**config.mk**
```make
export PLATFORM = sky130hd
export DESIGN_NAME = bfs_top
export DESIGN_NICKNAME = d
export VERILOG_FILES = /design/src/hdl/bfs_pkg.sv /design/src/hdl/bfs_qual_cnt.sv /design/src/hdl/bfs_top.sv
export SDC_FILE = /design/constraint.sdc
export NUM_CORES = 1
export LEC_CHECK = 0
export ABC_CLOCK_PERIOD_IN_PS = 4000
export BUFFER_PORTS_ARGS = -buffer_cell sky130_fd_sc_hd__buf_4
export CORE_MARGIN = 3
export CORE_UTILIZATION = 45
export DETAILED_ROUTE_END_ITERATION = 8
export PLACE_DENSITY_LB_ADDON = 0.12
export SLEW_MARGIN = 20
export SYNTH_ARGS = -nofsm -noshare
export SYNTH_HDL_FRONTEND = slang
export SYNTH_SLANG_ARGS = --single-unit
```
**constraint.sdc**
```tcl
create_clock -name clk -period 4 [get_ports clk]
set_clock_uncertainty 0.1 [all_clocks]
set_input_delay 0.6 -clock clk [delete_from_list [all_inputs] [get_ports clk]]
set_output_delay 0.6 -clock clk [all_outputs]
set_load 0.01 [all_outputs]
```
**src/hdl/bfs_pkg.sv**
```systemverilog
// shared constants and types for the buck fault sequencer
package bfs_pkg;

  // ---------------------------------------------------------------
  // clocking and timing
  // ---------------------------------------------------------------
  localparam int unsigned CLK_PERIOD_NS = 40;
  // overvoltage must persist this long before the channel trips
  localparam int unsigned OVP_DELAY_NS = 10_000;
  // least time, so round up to whole cycles
  localparam int unsigned OVP_DELAY_CYC = (OVP_DELAY_NS + CLK_PERIOD_NS - 1) / CLK_PERIOD_NS;
  // power-good release delay in switching-clock cycles
  localparam int unsigned PG_DELAY_CYC = 64;
  // switching period in system clocks (about 400 kHz)
  localparam int unsigned SW_PERIOD_CYC = 62;
  // dead time between gate handovers, in system clocks
  localparam int unsigned DEAD_CYC = 2;

  // ---------------------------------------------------------------
  // widths and indices
  // ---------------------------------------------------------------
  localparam int unsigned NCH = 2;
  localparam int unsigned CH_ONE = 0;
  localparam int unsigned CH_TWO = 1;
  localparam int unsigned SW_W = 8;
  localparam int unsigned DT_W = 4;
  localparam int unsigned QUAL_W = 9;

  // ---------------------------------------------------------------
  // reset values
  // ---------------------------------------------------------------
  localparam logic LOCKOUT_RST = 1'b1;
  localparam logic HS_RST = 1'b0;
  localparam logic LS_RST = 1'b1;

  // ---------------------------------------------------------------
  // channel states
  // ---------------------------------------------------------------
  typedef enum logic [2:0] {
    BFS_OFF,
    BFS_SOFT_START,
    BFS_RUN,
    BFS_HICCUP,
    BFS_SOFT_STOP,
    BFS_OV_LATCH,
    BFS_SHORT_LATCH
  } bfs_state_t;

endpackage : bfs_pkg

```
**src/hdl/bfs_qual_cnt.sv**
```systemverilog
// qualifier counter: done after TARGET ticks with cond held
`timescale 1ns/1ps
module bfs_qual_cnt #(
  parameter int unsigned W = bfs_pkg::QUAL_W,
  parameter int unsigned TARGET = bfs_pkg::PG_DELAY_CYC
) (
  input wire logic clk,    // system clock
  input wire logic resetn, // async reset, active low
  input wire logic cond,   // condition being qualified
  input wire logic tick,   // count enable
  output logic done        // cond held for TARGET ticks
);

  logic [W-1:0] cnt_r;
  logic [W-1:0] cnt_nxt;
  logic done_r;
  logic done_nxt;

  always_comb begin
    cnt_nxt = cnt_r;
    if (!cond) begin
      cnt_nxt = '0;
    end else if (tick && (cnt_r != W'(TARGET))) begin
      cnt_nxt = cnt_r + W'(1);
    end
    done_nxt = cond && (cnt_nxt == W'(TARGET));
  end

  always_ff @(posedge clk or negedge resetn) begin
    if (!resetn) begin
      cnt_r <= '0;
      done_r <= 1'b0;
    end else begin
      cnt_r <= cnt_nxt;
      done_r <= done_nxt;
    end
  end

  assign done = done_r;

endmodule : bfs_qual_cnt

```
**src/hdl/bfs_top.sv**
```systemverilog
// supervisory and sequencing logic for a dual step-down controller
`timescale 1ns/1ps
module bfs_top #(
  parameter int unsigned SW_PERIOD = bfs_pkg::SW_PERIOD_CYC,
  parameter int unsigned DEAD = bfs_pkg::DEAD_CYC,
  parameter int unsigned PG_DELAY = bfs_pkg::PG_DELAY_CYC,
  parameter int unsigned OVP_DELAY = bfs_pkg::OVP_DELAY_CYC
) (
  input wire logic clk,                           // 25 MHz system clock
  input wire logic resetn,                        // async reset, active low
  input wire logic supply_above_low,              // internal_supply above 3.75 V
  input wire logic supply_above_high,             // internal_supply above 4.3 V
  input wire logic reference_ok,                  // reference above 0.64 V
  input wire logic thermal_fault,                 // over-temperature flag
  input wire logic tracking_variant,              // channel two tracks external reference
  input wire logic tracking_reference_above_045,  // tracking_reference_input above 0.45 V
  input wire logic enable_one,                    // channel one enable pin
  input wire logic enable_two,                    // channel two enable pin
  input wire logic ramp_reached_one,              // ramp crossed error amp, channel one
  input wire logic ramp_reached_two,              // ramp crossed error amp, channel two
  input wire logic peak_over_limit_one,           // peak current above current_limit_set, one
  input wire logic peak_over_limit_two,           // peak current above current_limit_set, two
  input wire logic feedback_sense_in_window_one,  // feedback within power-good window, one
  input wire logic feedback_sense_in_window_two,  // feedback within power-good window, two
  input wire logic feedback_sense_low_one,        // feedback 30 percent below nominal, one
  input wire logic feedback_sense_low_two,        // feedback 30 percent below nominal, two
  input wire logic feedback_sense_high_one,       // output 17 percent above reference, one
  input wire logic feedback_sense_high_two,       // output 17 percent above reference, two
  input wire logic ss_complete_one,               // soft-start ramp complete, one
  input wire logic ss_complete_two,               // soft-start ramp complete, two
  input wire logic ss_at_floor_one,               // soft-start cap below 50 mV, one
  input wire logic ss_at_floor_two,               // soft-start cap below 50 mV, two
  output logic high_side_gate_cmd_one,            // high-side gate command, one
  output logic high_side_gate_cmd_two,            // high-side gate command, two
  output logic low_side_gate_cmd_one,             // low-side gate command, one
  output logic low_side_gate_cmd_two,             // low-side gate command, two
  output logic ss_charge_one,                     // soft-start pull-up current on, one
  output logic ss_charge_two,                     // soft-start pull-up current on, two
  output logic ss_discharge_one,                  // soft-start pull-down current on, one
  output logic ss_discharge_two,                  // soft-start pull-down current on, two
  input wire logic power_good_one_in,             // power_good_one pin level
  output logic power_good_one_out,                // power_good_one drive value, always low
  output logic power_good_one_oe_n,               // low while pulling power_good_one low
  input wire logic power_good_two_in,             // power_good_two pin level
  output logic power_good_two_out,                // power_good_two drive value, always low
  output logic power_good_two_oe_n,               // low while pulling power_good_two low
  output logic termination_reference_out_en,      // termination reference amplifier on
  output logic ovp_fixed_threshold_two,           // channel two uses fixed 560 mV threshold
  output logic supply_lockout                     // lockout active
);

  // ---------------------------------------------------------------
  // supply lockout with hysteresis
  // ---------------------------------------------------------------
  logic lockout_r;
  logic lockout_nxt;
  always_comb begin
    lockout_nxt = lockout_r;
    if (!supply_above_low) begin
      lockout_nxt = 1'b1;
    end else if (supply_above_high) begin
      lockout_nxt = 1'b0;
    end
  end
  always_ff @(posedge clk or negedge resetn) begin
    if (!resetn) begin
      lockout_r <= bfs_pkg::LOCKOUT_RST;
    end else begin
      lockout_r <= lockout_nxt;
    end
  end
  assign supply_lockout = lockout_r;

  // ---------------------------------------------------------------
  // switching clock divider
  // ---------------------------------------------------------------
  logic [bfs_pkg::SW_W-1:0] sw_cnt_r;
  logic [bfs_pkg::SW_W-1:0] sw_cnt_nxt;
  logic sw_tick_r;
  logic sw_tick_nxt;
  always_comb begin
    sw_tick_nxt = (sw_cnt_r == bfs_pkg::SW_W'(SW_PERIOD - 1));
    sw_cnt_nxt = sw_tick_nxt ? '0 : sw_cnt_r + bfs_pkg::SW_W'(1);
  end
  always_ff @(posedge clk or negedge resetn) begin
    if (!resetn) begin
      sw_cnt_r <= '0;
      sw_tick_r <= 1'b0;
    end else begin
      sw_cnt_r <= sw_cnt_nxt;
      sw_tick_r <= sw_tick_nxt;
    end
  end

  // ---------------------------------------------------------------
  // per-channel input and output vectors
  // ---------------------------------------------------------------
  logic [bfs_pkg::NCH-1:0] en_v;
  logic [bfs_pkg::NCH-1:0] ramp_v;
  logic [bfs_pkg::NCH-1:0] peak_v;
  logic [bfs_pkg::NCH-1:0] win_v;
  logic [bfs_pkg::NCH-1:0] fbl_v;
  logic [bfs_pkg::NCH-1:0] fbh_v;
  logic [bfs_pkg::NCH-1:0] ssc_v;
  logic [bfs_pkg::NCH-1:0] ssf_v;
  logic [bfs_pkg::NCH-1:0] hs_v;
  logic [bfs_pkg::NCH-1:0] ls_v;
  logic [bfs_pkg::NCH-1:0] chg_v;
  logic [bfs_pkg::NCH-1:0] dis_v;
  logic [bfs_pkg::NCH-1:0] pg_v;
  logic [bfs_pkg::NCH-1:0] int_en_v;
  logic [bfs_pkg::NCH-1:0] uv_trip_v;
  logic [bfs_pkg::NCH-1:0] uv_arm_v;
  logic [bfs_pkg::NCH-1:0] short_v;

  assign en_v = {enable_two, enable_one};
  assign ramp_v = {ramp_reached_two, ramp_reached_one};
  assign peak_v = {peak_over_limit_two, peak_over_limit_one};
  assign win_v = {feedback_sense_in_window_two, feedback_sense_in_window_one};
  assign fbl_v = {feedback_sense_low_two, feedback_sense_low_one};
  assign fbh_v = {feedback_sense_high_two, feedback_sense_high_one};
  assign ssc_v = {ss_complete_two, ss_complete_one};
  assign ssf_v = {ss_at_floor_two, ss_at_floor_one};

  // tracking channel needs its reference up before tripping
  assign uv_arm_v[bfs_pkg::CH_ONE] = 1'b1;
  assign uv_arm_v[bfs_pkg::CH_TWO] = ~tracking_variant | tracking_reference_above_045;
  // on tracking parts, a short on one latches two off
  assign short_v[bfs_pkg::CH_ONE] = 1'b0;
  assign short_v[bfs_pkg::CH_TWO] = tracking_variant & uv_trip_v[bfs_pkg::CH_ONE];

  // ---------------------------------------------------------------
  // channel sequencer and gate driver
  // ---------------------------------------------------------------
  for (genvar c = 0; c < bfs_pkg::NCH; c++) begin : g_ch
    bfs_pkg::bfs_state_t st_r;
    bfs_pkg::bfs_state_t st_nxt;
    logic pwm_req_r;
    logic pwm_req_nxt;
    logic current_limit_set_r;
    logic current_limit_set_nxt;
    logic hs_r;
    logic hs_nxt;
    logic ls_r;
    logic ls_nxt;
    logic [bfs_pkg::DT_W-1:0] dt_r;
    logic [bfs_pkg::DT_W-1:0] dt_nxt;
    logic switching;
    logic tgt_hs;
    logic tgt_ls;
    logic dead_done;
    logic ovp_done;
    logic pg_cond;
    assign int_en_v[c] = en_v[c] & ~lockout_r & reference_ok & ~thermal_fault;
    // limit, low feedback and completed soft-start
    assign uv_trip_v[c] = (st_r == bfs_pkg::BFS_RUN) & (current_limit_set_r | peak_v[c]) & fbl_v[c] & ssc_v[c] & uv_arm_v[c];
    assign switching = (st_r == bfs_pkg::BFS_SOFT_START) || (st_r == bfs_pkg::BFS_RUN) ||
                       (st_r == bfs_pkg::BFS_SOFT_STOP);
    assign dead_done = (dt_r == bfs_pkg::DT_W'(DEAD));
    // overvoltage must persist before the latch
    bfs_qual_cnt #(
      .W(bfs_pkg::QUAL_W),
      .TARGET(OVP_DELAY)
    ) u_ovp_qual (
      .clk(clk),
      .resetn(resetn),
      .cond(fbh_v[c] & switching),
      .tick(1'b1),
      .done(ovp_done)
    );
    // count switching cycles inside the window
    assign pg_cond = win_v[c] & ~lockout_r & ~thermal_fault &
                     ((st_r == bfs_pkg::BFS_RUN) || (st_r == bfs_pkg::BFS_SOFT_START));
    bfs_qual_cnt #(
      .W(bfs_pkg::QUAL_W),
      .TARGET(PG_DELAY)
    ) u_pg_qual (
      .clk(clk),
      .resetn(resetn),
      .cond(pg_cond),
      .tick(sw_tick_r),
      .done(pg_v[c])
    );
    always_comb begin
      st_nxt = st_r;
      case (st_r)
        // internal enable starts switching and soft-start
        bfs_pkg::BFS_OFF: if (int_en_v[c]) begin
          st_nxt = bfs_pkg::BFS_SOFT_START;
        end
        bfs_pkg::BFS_SOFT_START: if (ssc_v[c]) begin
          st_nxt = bfs_pkg::BFS_RUN;
        end
        // every completed restart may trip again
        bfs_pkg::BFS_RUN: if (uv_trip_v[c]) begin
          st_nxt = bfs_pkg::BFS_HICCUP;
        end
        // restart with fresh soft-start at 50 mV
        bfs_pkg::BFS_HICCUP: if (ssf_v[c]) begin
          st_nxt = bfs_pkg::BFS_SOFT_START;
        end
        // parked with low-side on after soft-stop
        bfs_pkg::BFS_SOFT_STOP: if (ssf_v[c]) begin
          st_nxt = bfs_pkg::BFS_OFF;
        end
        bfs_pkg::BFS_OV_LATCH, bfs_pkg::BFS_SHORT_LATCH: if (!en_v[c]) begin
          st_nxt = bfs_pkg::BFS_OFF;
        end
        default: st_nxt = bfs_pkg::BFS_OFF;
      endcase
      if (!en_v[c] && ((st_r == bfs_pkg::BFS_SOFT_START) || (st_r == bfs_pkg::BFS_RUN) ||
                       (st_r == bfs_pkg::BFS_HICCUP))) begin
        st_nxt = bfs_pkg::BFS_SOFT_STOP;
      end
      if (ovp_done) begin
        st_nxt = bfs_pkg::BFS_OV_LATCH;
      end
      // hold two off until its enable toggles
      if (short_v[c] && (st_r != bfs_pkg::BFS_OFF) && (st_r != bfs_pkg::BFS_OV_LATCH)) begin
        st_nxt = bfs_pkg::BFS_SHORT_LATCH;
      end
      // thermal stops the converter and resets soft-start
      if (thermal_fault && (st_r != bfs_pkg::BFS_OV_LATCH) && (st_r != bfs_pkg::BFS_SHORT_LATCH)) begin
        st_nxt = bfs_pkg::BFS_OFF;
      end
      if (lockout_r) begin
        st_nxt = bfs_pkg::BFS_OFF;
      end
    end
    always_comb begin
      // on at each switching clock, off at the ramp crossing
      pwm_req_nxt = pwm_req_r;
      if (!switching) begin
        pwm_req_nxt = 1'b0;
      end else if (sw_tick_r) begin
        pwm_req_nxt = 1'b1;
      end else if (ramp_v[c] || peak_v[c]) begin
        pwm_req_nxt = 1'b0;
      end
      current_limit_set_nxt = sw_tick_r ? peak_v[c] : (current_limit_set_r | peak_v[c]);
    end
    always_comb begin
      tgt_hs = 1'b0;
      tgt_ls = 1'b1;
      if (lockout_r) begin
        tgt_ls = 1'b1;
      end else if (thermal_fault || (st_r == bfs_pkg::BFS_HICCUP) || (st_r == bfs_pkg::BFS_SHORT_LATCH)) begin
        // both gates low while hot or in hiccup
        tgt_ls = 1'b0;
      end else if (switching) begin
        tgt_hs = pwm_req_r & ~peak_v[c];
        tgt_ls = ~pwm_req_r;
      end
      // turn-off is immediate, turn-on waits out the dead time
      hs_nxt = tgt_hs & (hs_r | (~ls_r & dead_done));
      ls_nxt = tgt_ls & (ls_r | (~hs_r & dead_done));
      dt_nxt = dead_done ? dt_r : dt_r + bfs_pkg::DT_W'(1);
      if ((hs_r && !hs_nxt) || (ls_r && !ls_nxt)) begin
        dt_nxt = '0;
      end
    end
    always_ff @(posedge clk or negedge resetn) begin
      if (!resetn) begin
        st_r <= bfs_pkg::BFS_OFF;
        pwm_req_r <= 1'b0;
        current_limit_set_r <= 1'b0;
        hs_r <= bfs_pkg::HS_RST;
        ls_r <= bfs_pkg::LS_RST;
        dt_r <= '0;
      end else begin
        st_r <= st_nxt;
        pwm_req_r <= pwm_req_nxt;
        current_limit_set_r <= current_limit_set_nxt;
        hs_r <= hs_nxt;
        ls_r <= ls_nxt;
        dt_r <= dt_nxt;
      end
    end
    assign hs_v[c] = hs_r;
    assign ls_v[c] = ls_r;
    assign chg_v[c] = (st_r == bfs_pkg::BFS_SOFT_START) || (st_r == bfs_pkg::BFS_RUN);
    // idle states discharge the soft-start cap; hiccup and soft-stop both wait for it to fall below 50 mV
    assign dis_v[c] = ~chg_v[c];
  end

  // ---------------------------------------------------------------
  // outputs
  // ---------------------------------------------------------------
  assign high_side_gate_cmd_one = hs_v[bfs_pkg::CH_ONE];
  assign high_side_gate_cmd_two = hs_v[bfs_pkg::CH_TWO];
  assign low_side_gate_cmd_one = ls_v[bfs_pkg::CH_ONE];
  assign low_side_gate_cmd_two = ls_v[bfs_pkg::CH_TWO];
  assign ss_charge_one = chg_v[bfs_pkg::CH_ONE];
  assign ss_charge_two = chg_v[bfs_pkg::CH_TWO];
  assign ss_discharge_one = dis_v[bfs_pkg::CH_ONE];
  assign ss_discharge_two = dis_v[bfs_pkg::CH_TWO];
  // open drain: only ever pulls low, released as high impedance
  assign power_good_one_out = 1'b0;
  assign power_good_two_out = 1'b0;
  assign power_good_one_oe_n = pg_v[bfs_pkg::CH_ONE];
  assign power_good_two_oe_n = pg_v[bfs_pkg::CH_TWO];
  // termination amplifier follows the internal enable of two on tracking parts
  assign termination_reference_out_en = tracking_variant & int_en_v[bfs_pkg::CH_TWO];
  // fixed threshold while the tracking reference is low
  assign ovp_fixed_threshold_two = tracking_variant & ~tracking_reference_above_045;

endmodule : bfs_top

```
==> flow_summary.toml, run 1 <==
[clocking]
cts_inserted_buffers = 9
cts-resized-gates = 0
worstSkewPairLatency_ns = 0.34
clock_pin_slew_of_the_registers_on_the_worst_case_setup_and_hold_paths_ns = 0.08
cts_hold_buf = 0
tritoncts = "built"
clock_tree.htree_level_count = 3
clk_path_buf_depth = 2
post_cts_buffers = 0
clock-root-buffer = "sky130_fd_sc_hd__clkbuf_8"
clock-sinks = 72

[global_route]
grt_antenna_before_repair = 0
maximum_number_of_pins_on_one_net_before_global_route_repair = 73
grt_pass1_wl_mm = 14.50
global_route.usage.total_pct = 17.30
grt.overflow.total = 0
vias_in_the_first_global_route = 3167

[sta]
hold_viol = 0
timing.final.crit_share_pct = 60.65
slew_headroom_pct = 39.73
max_freq_ghz = 0.4122
final_worst_slack_ns = 1.574
worst_hold_slack_ns = 0.2545
rsz0062_at_grt = "no"
min_period_ns = 2.426
setup_viol_count_final = 0
worstMarginPinSlew_ns = 0.9040
finalMaxSlewViolations = 0
fin_tns_setup_ns = 0

[critical_path]
rr_startpoint = "g_ch[0].st_r[0]"
start_kind = "flip-flop"
cp_data_arrival_time_ns = 2.56
critical_path.top_delay_family = "simple AND/OR/NAND/NOR gates"
worst-endpoint-required_ns = 4.14
crit_fanout = 16
critPathMaxStageDelay_ns = 0.66
reg2reg_slack_ns = 1.57
crit-reg2reg-capture = "g_ch[0].u_pg_qual.done"
depth_of_the_most_critical_reg_to_reg_path = 5
critPathSlowestCell = "sky130_fd_sc_hd__dfrtp_1"
worstSetupEndpointType = "flip-flop"
critical_path.cell_chain = "xnor2_1, nor2_1, nand3_1, or3_1, nor4_1"
critical_path_buf_inv_count = 0
worstSetupPathType = "flip-flop to flip-flop"

[placed_design]
placement.io_buffers = 36
place_ws_ns = 1.462
detailed_place.area_sq_mm = 0.004466
gp_congestion = 0.8579
dp.final_hpwl_mm = 5.954

[floorplanning]
num_io_pins = 41
effective_utilization_at_floorplan_pct = 46.89
design.die.area_sq_mm = 0.01041
floorplan.rows = 34
die_h_um = 102.0
core-area_sq_mm = 0.008848
die_x_um = 102.0

[yosys]
synth-seq-cells = 72
post_synth_instance_area_sq_mm = 0.004149
yosys-top-cells-area = "sky130_fd_sc_hd__dfrtp_1 42%, sky130_fd_sc_hd__nor2_1 6.9%, sky130_fd_sc_hd__xnor2_1 4.9%"
ys_types = 63
syn_area_per_cell_sq_um = 9.282
synth_top_flop_cell = "sky130_fd_sc_hd__dfrtp_1"
async_reset_ff_share_pct = 100.0
post_synth_inst_count = 447
sequential_cell_area_fraction_in_the_yosys_report_pct = 43.52
yosysWarningCount = 0
number_of_enable_type_register_cells_in_the_synthesized_netlist = 0
post_synthesis_cell_type_with_the_largest_combined_area = "sky130_fd_sc_hd__dfrtp_1"
synth_top_cell_area_share_pct = 41.62

[drt]
wl_final_mm = 8.454
drtPass1Iterations = 4
routed_via_count_divided_by_cell_count = 5.508
ant_nets = 0
drt-initial-drc-count = 138
drc = 0
vias = 3244
routed_wire_length_per_instance_um = 14.35

[layout]
post-route-cell-area_sq_mm = 0.004682
finish.net_count = 516
multi_input_logic_area_sq_mm = 0.002168
final_layout_size_suffix_gt1_share_pct = 12.89
fillers = 830
insertedDiodeCount = 0
area_growth_pct = 12.85
final-seq-area_sq_mm = 0.001805

[worst_hold_path]
worstHoldPathType = "primary input to async pin"

[pwr]
power.ir.vdd_worst_mv = 0.1371
p_total_uw = 1731
static-leakage-power_uw = 0.001986
cellPowerDensity_mw_per_mm2 = 369.6

[run_status]
status = "finished clean"

[run]
maximum_capacitance_violations = 0
-- worst max path at each step --
stage	startpoint	end	slack (ns)	cells past startpoint
after global routing	g_ch[0].st_r[0]	g_ch[0].u_pg_qual.done	1.36	5
after CTS	g_ch[0].st_r[0]	g_ch[0].u_pg_qual.done	1.52	5
after floorplan	ss_at_floor_one	g_ch[0].st_r[1]	2.04	4
after global placement	thermal_fault	g_ch[0].u_pg_qual.done	1.49	5
after detailed placement	thermal_fault	g_ch[0].u_pg_qual.done	1.46	5
final	g_ch[0].st_r[0]	g_ch[0].u_pg_qual.done	1.57	5
-- cells in the final DEF (no fill, tap or decap), types with 9 or more instances in the layout --
cell type	count
sky130_fd_sc_hd__xor2_1	21
sky130_fd_sc_hd__nand3_1	18
sky130_fd_sc_hd__nor2_1	76
sky130_fd_sc_hd__o21ai_0	13
sky130_fd_sc_hd__dfrtp_1	69
sky130_fd_sc_hd__nor3_1	9
sky130_fd_sc_hd__buf_4	36
sky130_fd_sc_hd__nand4_1	11
sky130_fd_sc_hd__a21oi_1	14
sky130_fd_sc_hd__nand2_1	22
sky130_fd_sc_hd__xnor2_1	23
sky130_fd_sc_hd__clkbuf_8	12
sky130_fd_sc_hd__inv_1	23
sky130_fd_sc_hd__ha_1	14
-- layout make-up --
cell class,instances,area share (%)
clock inverter,4,1.096
clock buffer,12,3.528
sequential,72,38.56
timing repair buffer,36,5.772
inverter,23,1.844
multi-input combinational,334,46.31
tap,108,2.886
-- stage by stage --
stage	cells	util, %
6_report	589	52.91
5_1_grt	589	52.91
4_1_cts	589	52.91
3_5_place_dp	573	50.47
3_3_place_gp	573	50.47
2_1_floorplan	448	-
-- layer usage --
| metal | vias to the layer above | share of wire [%] | GRT usage [%] |
|---|---|---|---|
| li1 | 1630 | - | - |
| met1 | 1527 | 48 | 23.73 |
| met2 | 83 | 46 | 27.54 |
| met3 | 4 | 5.2 | 3.208 |
| met4 | 0 | 0.47 | 6.155 |
| met5 | - | 0 | 0 |
-- state kept, by name, summed over array words and instances, names as in the netlist --
register	count
g_ch.current_limit_set_r	2
g_ch.dt_r	8
g_ch.pwm_req_r	2
g_ch.st_r	6
g_ch.u_ovp_qual.cnt_r	18
g_ch.u_ovp_qual.done	2
g_ch.u_pg_qual.cnt_r	18
g_ch.u_pg_qual.done	2
high_side_gate_cmd_one	1
high_side_gate_cmd_two	1
low_side_gate_cmd_one	1
low_side_gate_cmd_two	1
supply_lockout	1
sw_cnt_r	8
sw_tick_r	1
-- where the power goes --
part	leakage, uW	switching [uW]	total (uW)	internal, uW
logic	0.000922	147	274	128
registers	0.000956	54.2	845	790
clock network	0.000109	272	612	339
-- cells in the mapped netlist (2+ instances only) --
cell type and number:
sky130_fd_sc_hd__xnor2_1 23, sky130_fd_sc_hd__xor2_1 21, sky130_fd_sc_hd__nand3_1 18, sky130_fd_sc_hd__dfstp_2 3
sky130_fd_sc_hd__a211oi_1 5, sky130_fd_sc_hd__ha_1 14, sky130_fd_sc_hd__a2bb2oi_1 2, sky130_fd_sc_hd__a22o_1 2
sky130_fd_sc_hd__a21oi_1 14, sky130_fd_sc_hd__a41o_1 2, sky130_fd_sc_hd__or3_1 4, sky130_fd_sc_hd__nand2b_1 5
sky130_fd_sc_hd__nand4_1 11, sky130_fd_sc_hd__nor2_1 76, sky130_fd_sc_hd__clkbuf_1 8, sky130_fd_sc_hd__nor2b_1 5
sky130_fd_sc_hd__o31ai_1 2, sky130_fd_sc_hd__nor4b_1 3, sky130_fd_sc_hd__a21o_1 2, sky130_fd_sc_hd__a211o_1 3
sky130_fd_sc_hd__and4_1 6, sky130_fd_sc_hd__nand4b_1 5, sky130_fd_sc_hd__o21ai_0 13, sky130_fd_sc_hd__mux2i_1 6
sky130_fd_sc_hd__o21a_1 6, sky130_fd_sc_hd__dfrtp_1 69, sky130_fd_sc_hd__a31oi_1 6, sky130_fd_sc_hd__and3_1 6
sky130_fd_sc_hd__a311oi_1 3, sky130_fd_sc_hd__buf_2 8, sky130_fd_sc_hd__nor3b_1 4, sky130_fd_sc_hd__nor3_1 9
sky130_fd_sc_hd__inv_1 23, sky130_fd_sc_hd__buf_4 3, sky130_fd_sc_hd__nor4_1 5, sky130_fd_sc_hd__nand3b_1 2
sky130_fd_sc_hd__nand2_1 22, sky130_fd_sc_hd__or3b_2 3
-- cell families (layout without fill, tap and decap cells) --
family / count (synthesis) / in the layout / share of synthesized area [%]
AO/OA/AOI/OAI: 75 / 75 / 12.85
XOR/XNOR: 44 / 44 / 9.288
adder cells (fa/ha/maj): 14 / 14 / 4.222
buffers and inverters: 42 / 75 / 4.312
flip-flops: 72 / 72 / 43.52
multiplexers: 6 / 6 / 1.448
other: 1 / 2 / 0.09038
AND/OR/NAND/NOR: 193 / 193 / 24.28
(Power assumes the default switching activity.)
==> run 2, diff against run 1 <==
- ABC_CLOCK_PERIOD_IN_PS: 4000 -> 2300
- clock period: 4 -> 2.3 ns (I/O delays scaled with it)
==> run 2 against run 1 <==
Critical path type is now flip-flop to primary output. Sequential share of layout area decreased by 0.22 points. Critical path depth decreased by 1. Hold slack got worse by 0.21 ns. First-iteration DRC count increased by 13%. Highest routed layer unchanged. Final area increased by 0.64%. Flip-flop and latch count unchanged. Power increased by 64%.
==> flow_summary.toml, run 2 (synthesized netlist as in run 1, its figures left out) <==
[clocking]
cts_inserted_buffers = 9
worstSkewPairLatency_ns = 0.35
clock_tree.htree_level_count = 3
clock_pin_slew_of_the_registers_on_the_worst_case_setup_and_hold_paths_ns = 0.08
clock-sinks = 72
clk_path_buf_depth = 2
tritoncts = "built"
clock-root-buffer = "sky130_fd_sc_hd__clkbuf_8"

[pwr]
clockPowerShare_pct = 31.3
cellPowerDensity_mw_per_mm2 = 603.9
seq_power_share_pct = 51.3
switching_share_of_power_pct = 29.94
net-switching-power_uw = 851.9
power_report.internal_total_uw = 1994
power.combinational.fraction_pct = 17.4
power.ir.vdd_worst_mv = 0.2630
static-leakage-power_uw = 0.001997

[global_route]
maximum_number_of_pins_on_one_net_before_global_route_repair = 34
grt.overflow.total = 0
grt_antenna_before_repair = 0
grt_pass1_wl_mm = 14.33
global_route.usage.total_pct = 17.18
vias_in_the_first_global_route = 3034

[drt]
vias = 3339
drtPass1Iterations = 4
routed_via_count_divided_by_cell_count = 5.593
drt-initial-drc-count = 156
wl_final_mm = 8.535
routed_wire_length_per_instance_um = 14.30
ant_nets = 0
drc = 0

[placed_design]
placement.io_buffers = 36
dp.final_hpwl_mm = 6.145
gp_congestion = 0.8071
dp_cells = 580

[sta]
min_period_ns = 2.115
timing.final.crit_share_pct = 91.96
rsz0062_at_grt = "no"
slew_headroom_pct = 56.67
worstMarginPinSlew_ns = 0.6409
finalMaxSlewViolations = 0
max_freq_ghz = 0.4728
fin_tns_setup_ns = 0
hold_viol = 0
setup_viol_count_final = 0

[critical_path]
worstSetupEndpointType = "primary output"
worstSetupPathType = "flip-flop to primary output"
worst-endpoint-required_ns = 1.86
rr_startpoint = "g_ch[0].st_r[2]"
cp_data_arrival_time_ns = 1.67
depth_of_the_most_critical_reg_to_reg_path = 4
crit_fanout = 11
reg2reg_slack_ns = 0.27
start_kind = "flip-flop"
crit-reg2reg-capture = "g_ch[0].st_r[1]"

[floorplanning]
die_h_um = 102.0
floorplan.rows = 34
effective_utilization_at_floorplan_pct = 46.89
design.die.area_sq_mm = 0.01041
die_x_um = 102.0
core-area_sq_mm = 0.008848
num_io_pins = 41

[layout]
stdcell_count = 597
reg_top3 = "g_ch.u_ovp_qual.cnt_r (18), g_ch.u_pg_qual.cnt_r (18)"
finalCoreUtilization_pct = 53.25
insertedDiodeCount = 0
area_growth_pct = 13.57
layout.cells.most_common_list = "76 x sky130_fd_sc_hd__nor2_1, 68 x sky130_fd_sc_hd__dfrtp_1, 42 x sky130_fd_sc_hd__buf_4"
final_layout_size_suffix_gt1_share_pct = 14.31
final_common_cell = "sky130_fd_sc_hd__nor2_1"
finish.net_count = 524

[worst_hold_path]
worstHoldPathType = "primary input to flip-flop"
hold_path_end = "supply_lockout"
worst_hold_startpoint = "supply_above_high"
hold-path-cell-count = 2

[run]
maximum_capacitance_violations = 0

[run_status]
status = "finished clean"
==> run 2: final cells by class <==
type	instances	area, sq um
Tap cell	108	135.1
Inverter	23	86.33
Clock buffer	9	123.9
Timing Repair Buffer	44	345.3
Clock inverter	7	46.29
Fill cell	844	4136
Multi-Input combinational cell	334	2168
Sequential cell	72	1807
==> run 2: layer usage <==
layer  global-route usage, %  up-vias  routed length [um]
met2                   27.09       66                3914
met3                   3.823       11                 375
li1                        -     1648                   -
met4                   5.449        0                 102
met5                       0        -                   0
met1                   23.64     1614                4143
==> run 2: worst max-delay path by stage <==
stage | start | to | cells after the start
final | g_ch[1].st_r[0] | ss_discharge_two | 4
after detailed placement | g_ch[0].st_r[1] | g_ch[1].st_r[0] | 5
after CTS | g_ch[0].st_r[1] | g_ch[1].st_r[0] | 5
after global routing | g_ch[0].u_pg_qual.cnt_r[0] | g_ch[0].u_pg_qual.done | 7
after global placement | g_ch[0].st_r[1] | g_ch[0].st_r[1] | 4
after floorplan | supply_lockout | g_ch[0].st_r[0] | 6
==> run 2: metrics by stage <==
| step | setup WS, ns | power (uW) | area, sq um | hold slack, ns |
|---|---|---|---|---|
| floorplan | 0.5048 | 1803 | 4153 | -0.05059 |
| global placement | 0.2165 | 1961 | 4531 | 0.2305 |
| detailed placement | 0.1999 | 1985 | 4531 | 0.2383 |
| CTS | 0.1772 | 2888 | 4711 | 0.03200 |
| global route | 0.007628 | 3020 | 4712 | 0.05201 |
| finish | 0.1849 | 2846 | 4712 | 0.04875 |
==> run 2: timing repair <==
action / CTS / global route
hold buffers: 1 / 0
setup endpoints to repair: 0 / 1
gates resized for setup: 0 / 1
endpoints found under the hold margin: 29 / 0
setup buffers: 0 / 0
==> run 2: power groups by stage <==
stage                     logic [uW]  clock network [uW]  registers [uW]
after floorplan                  329                   0            1470
after global placement           478                   0            1480
after detailed placement         500                   0            1490
after CTS                        503                 924            1460
after global routing             566                 978            1480
final                            494                 891            1460
==> run 2: worst max-delay path: stages, from the launching register on <==
cell,delay [ns]
sky130_fd_sc_hd__dfrtp_1,0.57
sky130_fd_sc_hd__xor2_1,0.32
sky130_fd_sc_hd__nor2b_1,0.21
sky130_fd_sc_hd__inv_1,0.08
sky130_fd_sc_hd__buf_4,0.14
==> run 3, diff against run 2 <==
- SETUP_SLACK_MARGIN: default -> 0.2
==> run 3 against run 2 <==
Sequential power about the same. Sequential share of layout area is 0.39 points lower. Setup slack gained 0.12 ns. First-iteration DRC count decreased by 7.7%. Largest cell class unchanged. Largest power group unchanged. Highest routed layer unchanged.
==> flow_summary.toml, run 3 (synthesized netlist as in run 1, its figures left out) <==
[clocking]
clock_tree.htree_level_count = 3
clock_pin_slew_of_the_registers_on_the_worst_case_setup_and_hold_paths_ns = 0.08
clk_path_buf_depth = 2
clock-root-buffer = "sky130_fd_sc_hd__clkbuf_8"
clock-sinks = 72
worstSkewPairLatency_ns = 0.34
cts_inserted_buffers = 9
tritoncts = "built"

[sta]
fin_tns_setup_ns = 0
setup_viol_count_final = 0
slew_headroom_pct = 56.67
timing.final.crit_share_pct = 86.57
worst_hold_slack_ns = 0.05260
finalMaxSlewViolations = 0
min_period_ns = 1.991
max_freq_ghz = 0.5022
worstMarginPinSlew_ns = 0.6486
rsz0062_at_grt = "yes"
hold_viol = 0

[worst_hold_path]
worstHoldPathType = "primary input to flip-flop"
hold-path-cell-count = 2
worst_hold_startpoint = "supply_above_high"
hold_path_end = "supply_lockout"

[pwr]
static-leakage-power_uw = 0.002006
net-switching-power_uw = 848.0
clockPowerShare_pct = 31.2
power.combinational.fraction_pct = 17.4
switching_share_of_power_pct = 29.83
power.ir.vdd_worst_mv = 0.2610
seq_power_share_pct = 51.4
power_report.internal_total_uw = 1994
cellPowerDensity_mw_per_mm2 = 595.8

[floorplanning]
die_x_um = 102.0
floorplan.rows = 34
die_h_um = 102.0
design.die.area_sq_mm = 0.01041
num_io_pins = 41
core-area_sq_mm = 0.008848
effective_utilization_at_floorplan_pct = 46.89

[critical_path]
cp_data_arrival_time_ns = 2.14
crit-reg2reg-capture = "g_ch[0].st_r[1]"
reg2reg_slack_ns = 0.31
critPathMaxStageDelay_ns = 0.54
worstSetupPathType = "flip-flop to flip-flop"
depth_of_the_most_critical_reg_to_reg_path = 4
crit_fanout = 17
critPathSlowestCell = "sky130_fd_sc_hd__dfrtp_2"
cp-startpoint = "g_ch[0].st_r[1]"
critical_path.cell_chain = "or3b_1, a311o_1, o311a_1, o32ai_2"
worstSetupEndpointType = "flip-flop"
rr_startpoint = "g_ch[0].st_r[1]"
start_kind = "flip-flop"
worst-endpoint-required_ns = 2.45

[global_route]
grt.overflow.total = 0
vias_in_the_first_global_route = 3034
grt_antenna_before_repair = 0
global_route.usage.total_pct = 17.18
grt_pass1_wl_mm = 14.33
maximum_number_of_pins_on_one_net_before_global_route_repair = 34

[drt]
drtPass1Iterations = 4
drc = 0
vias = 3342
wl_final_mm = 8.534
routed_wire_length_per_instance_um = 14.25
drt-initial-drc-count = 144
routed_via_count_divided_by_cell_count = 5.579
ant_nets = 0

[placed_design]
gp_congestion = 0.8071
detailed_place.area_sq_mm = 0.004531
placement.io_buffers = 36
dp.final_hpwl_mm = 6.145

[layout]
area_growth_pct = 14.99
post-route-cell-area_sq_mm = 0.004771
finish.net_count = 526
final_layout_size_suffix_gt1_share_pct = 16.50
reg_top3 = "g_ch.u_ovp_qual.cnt_r (18), g_ch.u_pg_qual.cnt_r (18)"
insertedDiodeCount = 0
final_common_cell = "sky130_fd_sc_hd__nor2_1"
layout.cells.most_common_list = "76 x sky130_fd_sc_hd__nor2_1, 65 x sky130_fd_sc_hd__dfrtp_1, 44 x sky130_fd_sc_hd__buf_4"

[run_status]
status = "finished clean"

[run]
maximum_capacitance_violations = 0
-- run 3: repair_timing --
action	CTS	global route
hold buffers	1	0
setup endpoints to repair	2	6
pin swaps	0	2
setup buffers	0	2
endpoints found under the hold margin	29	0
gates resized for setup	1	10
-- run 3: worst max-delay path by stage --
stage | to | slack (ns) | depth (start not counted)
after floorplan | g_ch[0].st_r[0] | 0.50 | 6
after global placement | g_ch[0].st_r[1] | 0.22 | 4
after detailed placement | g_ch[1].st_r[0] | 0.20 | 5
after CTS | ss_discharge_two | 0.20 | 4
after global routing | g_ch[1].u_pg_qual.done | 0.18 | 5
final | g_ch[0].st_r[1] | 0.31 | 4
-- run 3: power groups by stage --
stage               Combinational, uW  Sequential [uW]  Clock, uW
floorplan                         329             1470          0
global placement                  478             1480          0
detailed placement                500             1490          0
CTS                               503             1460        924
global route                      567             1480        978
finish                            494             1460        887
-- run 3: routing by layer --
layer  vias up  routed length, um  GRT usage, %
met1      1617               4053         23.64
met5         -                  0             0
met2        64               4016         27.09
met3         8                366         3.823
met4         0                 96         5.449
li1       1653                  -             -
-- run 3: through the flow --
stage          utilization (%)  total power [uW]  instances  worst slack, ns
2_1_floorplan                -              1803        448           0.5048
3_3_place_gp             51.20              1961        580           0.2165
3_5_place_dp             51.20              1985        580           0.1999
4_1_cts                  53.25              2888        597           0.2025
5_1_grt                  53.92              3021        599           0.1830
6_report                 53.92              2842        599           0.3088
-- run 3: cell type report --
type                            instances  area [sq um]
Multi-Input combinational cell        334          2208
Inverter                               23         86.33
Tap cell                              108         135.1
Timing Repair Buffer                   46         360.3
Clock inverter                          7         46.29
Fill cell                             837          4078
Clock buffer                            9         123.9
Sequential cell                        72          1810
-- run 3: critical path: cells and delay by family, from the launching register on --
family          cells  cell delay [ns]
compound gates      3             0.85
flops               1             0.54
simple gates        1             0.41
